File: src/hw/host_port_pkg.sv
// Constants for the multiplexed byte-wide host bus port.
// Assumes a single 40 MHz clock and pins sampled synchronously.
package host_port_pkg;
    localparam int          ADDR_W      = 8;
    localparam int          DATA_W      = 8;
    localparam int          MEM_DEPTH   = 128;
    localparam logic [7:0]  ADDR_CLEAR  = 8'h00;
    localparam logic [7:0]  DATA_CLEAR  = 8'h00;
endpackage

File: src/hw/byte_store_if.sv
// Interface between the host port and its byte store.
// Assumes one clock domain shared by both ends.
`timescale 1ns/1ps
interface byte_store_if;
    logic       wr_en;
    logic [7:0] addr;
    logic [7:0] wr_data;
    logic [7:0] rd_data;
    modport port  (output wr_en, output addr, output wr_data, input rd_data);
    modport store (input wr_en, input addr, input wr_data, output rd_data);
endinterface

File: src/hw/muxed_byte_bus_host_port.sv
// Multiplexed byte-wide host bus port with both strobe conventions.
// Assumes all bus pins are synchronous to clk and the master keeps its own timing.
`timescale 1ns/1ps
module muxed_byte_bus_host_port
#(
    parameter int DEPTH = host_port_pkg::MEM_DEPTH
)
(
    input  wire logic                               clk,
    input  wire logic                               resetn,
    input  wire logic                               bus_style_strap,
    input  wire logic                               addr_latch_strobe,
    input  wire logic                               read_data_strobe,
    input  wire logic                               rw_strobe,
    input  wire logic                               chip_select_n,
    input  wire logic                               power_fail_threshold,
    input  wire logic [host_port_pkg::DATA_W-1:0]   mux_addr_data_bus_in,
    output logic      [host_port_pkg::DATA_W-1:0]   mux_addr_data_bus_out,
    output logic                                    mux_addr_data_bus_oe_n
);
    import host_port_pkg::*;

    byte_store_if st ();

    logic [7:0] addr_ff;
    logic [7:0] nxt_addr;
    logic       addr_stb_ff;
    logic       nxt_addr_stb;
    logic       data_stb_ff;
    logic       nxt_data_stb;
    logic       rw_ff;
    logic       nxt_rw;
    logic [7:0] rdata_ff;
    logic [7:0] nxt_rdata;
    logic       drive_ff;
    logic       nxt_drive;
    logic       cs_ok;
    logic       level_mode;
    logic       addr_stb_fall;
    logic       addr_stb_rise;
    logic       wr_event;
    logic       rd_window;

    // Power fail masks the chip select before anything uses it.
    assign cs_ok         = !chip_select_n && !power_fail_threshold;
    assign level_mode    = bus_style_strap;
    assign addr_stb_fall = addr_stb_ff && !addr_latch_strobe;
    assign addr_stb_rise = !addr_stb_ff && addr_latch_strobe;

    // Write on data strobe fall with R/W low, or write strobe rising edge.
    always_comb
    begin
        if (level_mode)
        begin
            wr_event  = data_stb_ff && !read_data_strobe && !rw_ff;
            rd_window = read_data_strobe && rw_strobe;
        end
        else
        begin
            wr_event  = !rw_ff && rw_strobe;
            rd_window = !read_data_strobe && rw_strobe;
        end
    end

    // The previous sample of each strobe feeds the edge detectors.
    // Reset values match the idle strobe levels except the data strobe in split mode (idle high, reset low), so no false edge follows reset.
    always_comb
    begin
        nxt_addr_stb = addr_latch_strobe;
        nxt_data_stb = read_data_strobe;
        nxt_rw       = rw_strobe;
    end

    always_ff @(posedge clk or negedge resetn)
    begin
        if (!resetn)
        begin
            addr_stb_ff <= 1'b0;
            data_stb_ff <= 1'b0;
            rw_ff       <= 1'b1;
        end
        else
        begin
            addr_stb_ff <= nxt_addr_stb;
            data_stb_ff <= nxt_data_stb;
            rw_ff       <= nxt_rw;
        end
    end

    // Address latch and clear.
    always_comb
    begin
        nxt_addr = addr_ff;
        if (addr_stb_fall)
        begin
            nxt_addr = mux_addr_data_bus_in;
        end
        else if (addr_stb_rise)
        begin
            nxt_addr = ADDR_CLEAR;
        end
    end

    always_ff @(posedge clk or negedge resetn)
    begin
        if (!resetn)
        begin
            addr_ff <= ADDR_CLEAR;
        end
        else
        begin
            addr_ff <= nxt_addr;
        end
    end

    // Read driver: drive while the window is open, float when it closes.
    always_comb
    begin
        nxt_drive = rd_window && cs_ok;
        nxt_rdata = rdata_ff;
        if (rd_window && cs_ok)
        begin
            nxt_rdata = st.rd_data;
        end
    end

    always_ff @(posedge clk or negedge resetn)
    begin
        if (!resetn)
        begin
            rdata_ff <= DATA_CLEAR;
            drive_ff <= 1'b0;
        end
        else
        begin
            rdata_ff <= nxt_rdata;
            drive_ff <= nxt_drive;
        end
    end

    assign st.addr    = addr_ff;
    assign st.wr_data = mux_addr_data_bus_in;
    assign st.wr_en   = wr_event && cs_ok;

    assign mux_addr_data_bus_out  = rdata_ff;
    assign mux_addr_data_bus_oe_n = !drive_ff;

    byte_store #(.DEPTH(DEPTH)) u_store
    (
        .clk (clk),
        .bus (st.store)
    );
endmodule

File: src/hw/byte_store.sv
// Byte array for the clock, control and general-purpose space.
// Assumes writes arrive as one-cycle enables from the host port.
`timescale 1ns/1ps
module byte_store
#(
    parameter int DEPTH = 128
)
(
    input  wire logic   clk,
    byte_store_if.store bus
);
    import host_port_pkg::*;

    localparam int IDX_W = $clog2(DEPTH);

    logic [7:0] mem [DEPTH];

    assign bus.rd_data = (int'(bus.addr) < DEPTH) ? mem[bus.addr[IDX_W-1:0]] : DATA_CLEAR;

    always_ff @(posedge clk)
    begin
        if (bus.wr_en && (int'(bus.addr) < DEPTH))
        begin
            mem[bus.addr[IDX_W-1:0]] <= bus.wr_data;
        end
    end
endmodule

File: config.mk
export PLATFORM = sky130hd
export DESIGN_NAME = muxed_byte_bus_host_port
export DESIGN_NICKNAME = d
export VERILOG_FILES = /design/src/hw/host_port_pkg.sv /design/src/hw/byte_store_if.sv /design/src/hw/muxed_byte_bus_host_port.sv /design/src/hw/byte_store.sv
export SDC_FILE = /design/constraint.sdc
export NUM_CORES = 1
export LEC_CHECK = 0
export ABC_AREA = 1
export BUFFER_PORTS_ARGS = -buffer_cell sky130_fd_sc_hd__buf_2
export CAP_MARGIN = 20
export CORE_MARGIN = 8
export CORE_UTILIZATION = 50
export DETAILED_ROUTE_END_ITERATION = 6
export GPL_ROUTABILITY_DRIVEN = 0
export MAX_ROUTING_LAYER = met4
export PLACE_DENSITY = 0.7
export SLEW_MARGIN = 10
export SYNTH_ARGS = -nofsm -noshare
export SYNTH_HDL_FRONTEND = slang
export SYNTH_SLANG_ARGS = --single-unit
File: constraint.sdc
create_clock -name clk -period 6.7 [get_ports clk]
set_input_delay 1.005 -clock clk [delete_from_list [all_inputs] [get_ports clk]]
set_output_delay 1.005 -clock clk [all_outputs]
set_load 0.02 [all_outputs]
==> impl_metrics.yaml <==
worst_setup_path:
  max_stage_delay_ns: 1.02
  end_kind: "flip-flop"
  crit_fanout: 81
  worstSetupPathType: "reg -> reg"
  arrival_ns: 4.40
  critical_path_buf_inv_count: 2
  path_cells: "nand2_4 > inv_2 > nand2_1 > buf_4 > nor2_1"
  rr_worst_depth: 5
  start_kind: "flip-flop"
  rrSetupSlack_ns: 2.57
  slowest_stage: "inv_2"
  required_ns: 6.98
  reg2reg_to: "u_store.mem[6][1]"
  crit_family: "simple AND/OR/NAND/NOR gates"
  r2r_start: "addr_ff[1]"
global_route:
  gr-usage-all-layers_pct: 22.7
  grt_max_degree: 201
  met2_usage_pct: 35.4
  busiest_layer: "met2"
  antenna_found_initial: 0
  grtUsageMet1_pct: 30.9
  grt_pass1_wl_microns: 168000
  use_met3_pct: 3.59
  gr-total-overflow: 0
  grt_pass1_vias: 28100
logic_synthesis:
  synth-seq-cells: 1044
  yosysWarnings: 0
  yosysUniqueCellTypes: 22
  synth_area_sq_um: 44900
  syn_inst: 4375
  syn_nets: 4392
  synth_sequential_area_ratio_pct: 69.6
  post_synth.cell_area_avg_sq_um: 10.3
die:
  io_pins: 25
  design.die.area_sq_um: 99700
  die_y_microns: 316
  core-area_sq_um: 89500
  die_w_microns: 316
  start_util_pct: 50.2
  num_rows: 110
drt:
  final_antenna_net_count: 0
  wl_per_cell_microns: 19.8
  dr.pass1.iters: 6
  avgViaCountPerCell: 5.26
  drc: 0
  vias: 29500
  drtIter0Drc: 3523
  finalWirelength_microns: 111000
clocking:
  cts_tree: "yes"
  cts_root_buf: "clkbuf_16"
  cts_htree_levels: 3
  ctsLongestPathBuffers: 3
  cts_buffers: 101
  cts.sinks: 1044
  hold_buffers: 0
  clkTransAtPathRegs_ns: 0.06
  ctsResizeCount: 0
  postCtsSetupBuffers: 0
  clock_latency_ns: 0.67
sta:
  max_freq_mhz: 242
  tns_ns: 0
  slew_viol_final: 0
  finalCritPeriodShare_pct: 61.6
  worst-slew-pin-transition_ns: 1.11
  final-setup-viol-count: 0
  period_needed_ns: 4.13
  rsz0062_at_grt: "no"
  fin_skew_ns: 0.0309
  max_slew_margin_pct: 26.1
  hold_viol_final: 0
power:
  p_switching_w: 0.00324
  power_density_nw_per_um2: 278
  pwr-share-comb_pct: 7.7
  leakage_nw: 20.6
  p_seq_share_pct: 53.0
  p_int_w: 0.0104
  finalPower_w: 0.0137
  netSwitchingFraction_pct: 23.7
  power_frac_clock_pct: 39.3
  vdd_drop_max_mv: 0.251
placement:
  numPortBuffers: 24
  place_area_sq_um: 46000
  hpwl_microns: 63900
finish:
  nNetsFinal: 4361
  syn_to_final_growth_pct: 9.28
  mostFrequentLayoutCells: "1222 x nand2_1, 1024 x edfxtp_1, 837 x inv_1"
  fin_area_sq_um: 49100
  drive_gt1_share_pct: 5.90
  layout_commonest_cell: "nand2_1"
min_path:
  hold_class: "in -> async"
flow_run:
  maxCapViolCount: 0
run_status:
  status: "complete, no violations"
cells in the mapped netlist:
| cell type | instances | share of area [%] |
|---|---|---|
| and3_1 | 1 | 0.014 |
| buf_1 | 1 | 0.0083 |
| buf_2 | 99 | 1.1 |
| buf_4 | 5 | 0.084 |
| clkbuf_1 | 85 | 0.71 |
| clkinv_1 | 2 | 0.017 |
| dfrtp_1 | 19 | 1.1 |
| dfstp_2 | 1 | 0.059 |
| edfxtp_1 | 1024 | 68 |
| ha_1 | 1 | 0.028 |
| inv_1 | 837 | 7.0 |
| inv_2 | 4 | 0.033 |
| nand2_1 | 1223 | 10 |
| nand3_1 | 433 | 4.8 |
| nand4_1 | 24 | 0.33 |
| nor2_1 | 384 | 3.2 |
| o211ai_1 | 8 | 0.13 |
| o21ai_0 | 46 | 0.51 |
| o21ai_1 | 106 | 1.2 |
| or2_0 | 1 | 0.014 |
| or2_1 | 13 | 0.18 |
| or2_2 | 58 | 0.81 |
routing by layer:
| layer | share of wire, % | up-vias | wire, microns |
|---|---|---|---|
| met3 | 8.8 | 212 | 9800 |
| li1 | - | 13800 | - |
| met1 | 42 | 14200 | 46300 |
| met4 | 3.0 | 0 | 3290 |
| met2 | 47 | 1287 | 51600 |
| met5 | 0 | - | 0 |
registers in the layout (all words and copies together) (netlist names):
register               flops
mux_addr_data_bus_out      8
addr_stb_ff                1
data_stb_ff                1
drive_ff                   1
addr_ff                    8
rw_ff                      1
u_store.mem             1024
through the flow:
step / instances / hold slack [ns] / util, % / setup slack, ns
floorplan: 4375 / 0.466 / - / 4.04
CTS: 5603 / 0.312 / 54.9 / 2.53
global route: 5603 / 0.344 / 54.9 / 2.44
finish: 5604 / 0.336 / 54.9 / 2.57
global placement: 5417 / 0.589 / 51.4 / 2.61
detailed placement: 5417 / 0.593 / 51.4 / 2.55
logic make-up after synthesis:
group	synth area share, %
AOI/OAI and AO/OA	1.83
adders and majority gates	0.0279
buffers and inverters	8.95
DFF	69.6
and+or+nand+nor	19.6
worst max-delay path by stage:
stage,start,endpoint,slack [ns],depth (start not counted)
detailed placement,addr_ff[1],u_store.mem[6][3],2.55,5
global route,addr_ff[1],u_store.mem[6][1],2.44,5
finish,addr_ff[1],u_store.mem[6][1],2.57,5
CTS,addr_ff[2],u_store.mem[6][1],2.53,5
floorplan,bus_style_strap,u_store.mem[30][0],4.04,9
global placement,addr_ff[2],u_store.mem[6][6],2.61,5
area by class of cell:
| class | instances | area [sq um] |
|---|---|---|
| Multi-Input combinational cell | 2298 | 9680 |
| Clock buffer | 141 | 2760 |
| Sequential cell | 1044 | 31300 |
| Timing Repair Buffer | 56 | 430 |
| Inverter | 843 | 3170 |
| Tap cell | 1176 | 1470 |
| Antenna cell | 1 | 2.50 |
| Fill cell | 7503 | 40400 |
| Clock inverter | 45 | 312 |
power groups by stage:
stage	clock network (W)	logic, W	registers [W]
after floorplan	0	0.000588	0.00736
after global placement	0	0.00104	0.00737
after detailed placement	0	0.00105	0.00737
after CTS	0.00541	0.00105	0.00723
after global routing	0.00566	0.00114	0.00723
final	0.00537	0.00106	0.00723
No activity file was read; power rests on OpenSTA's default activity.
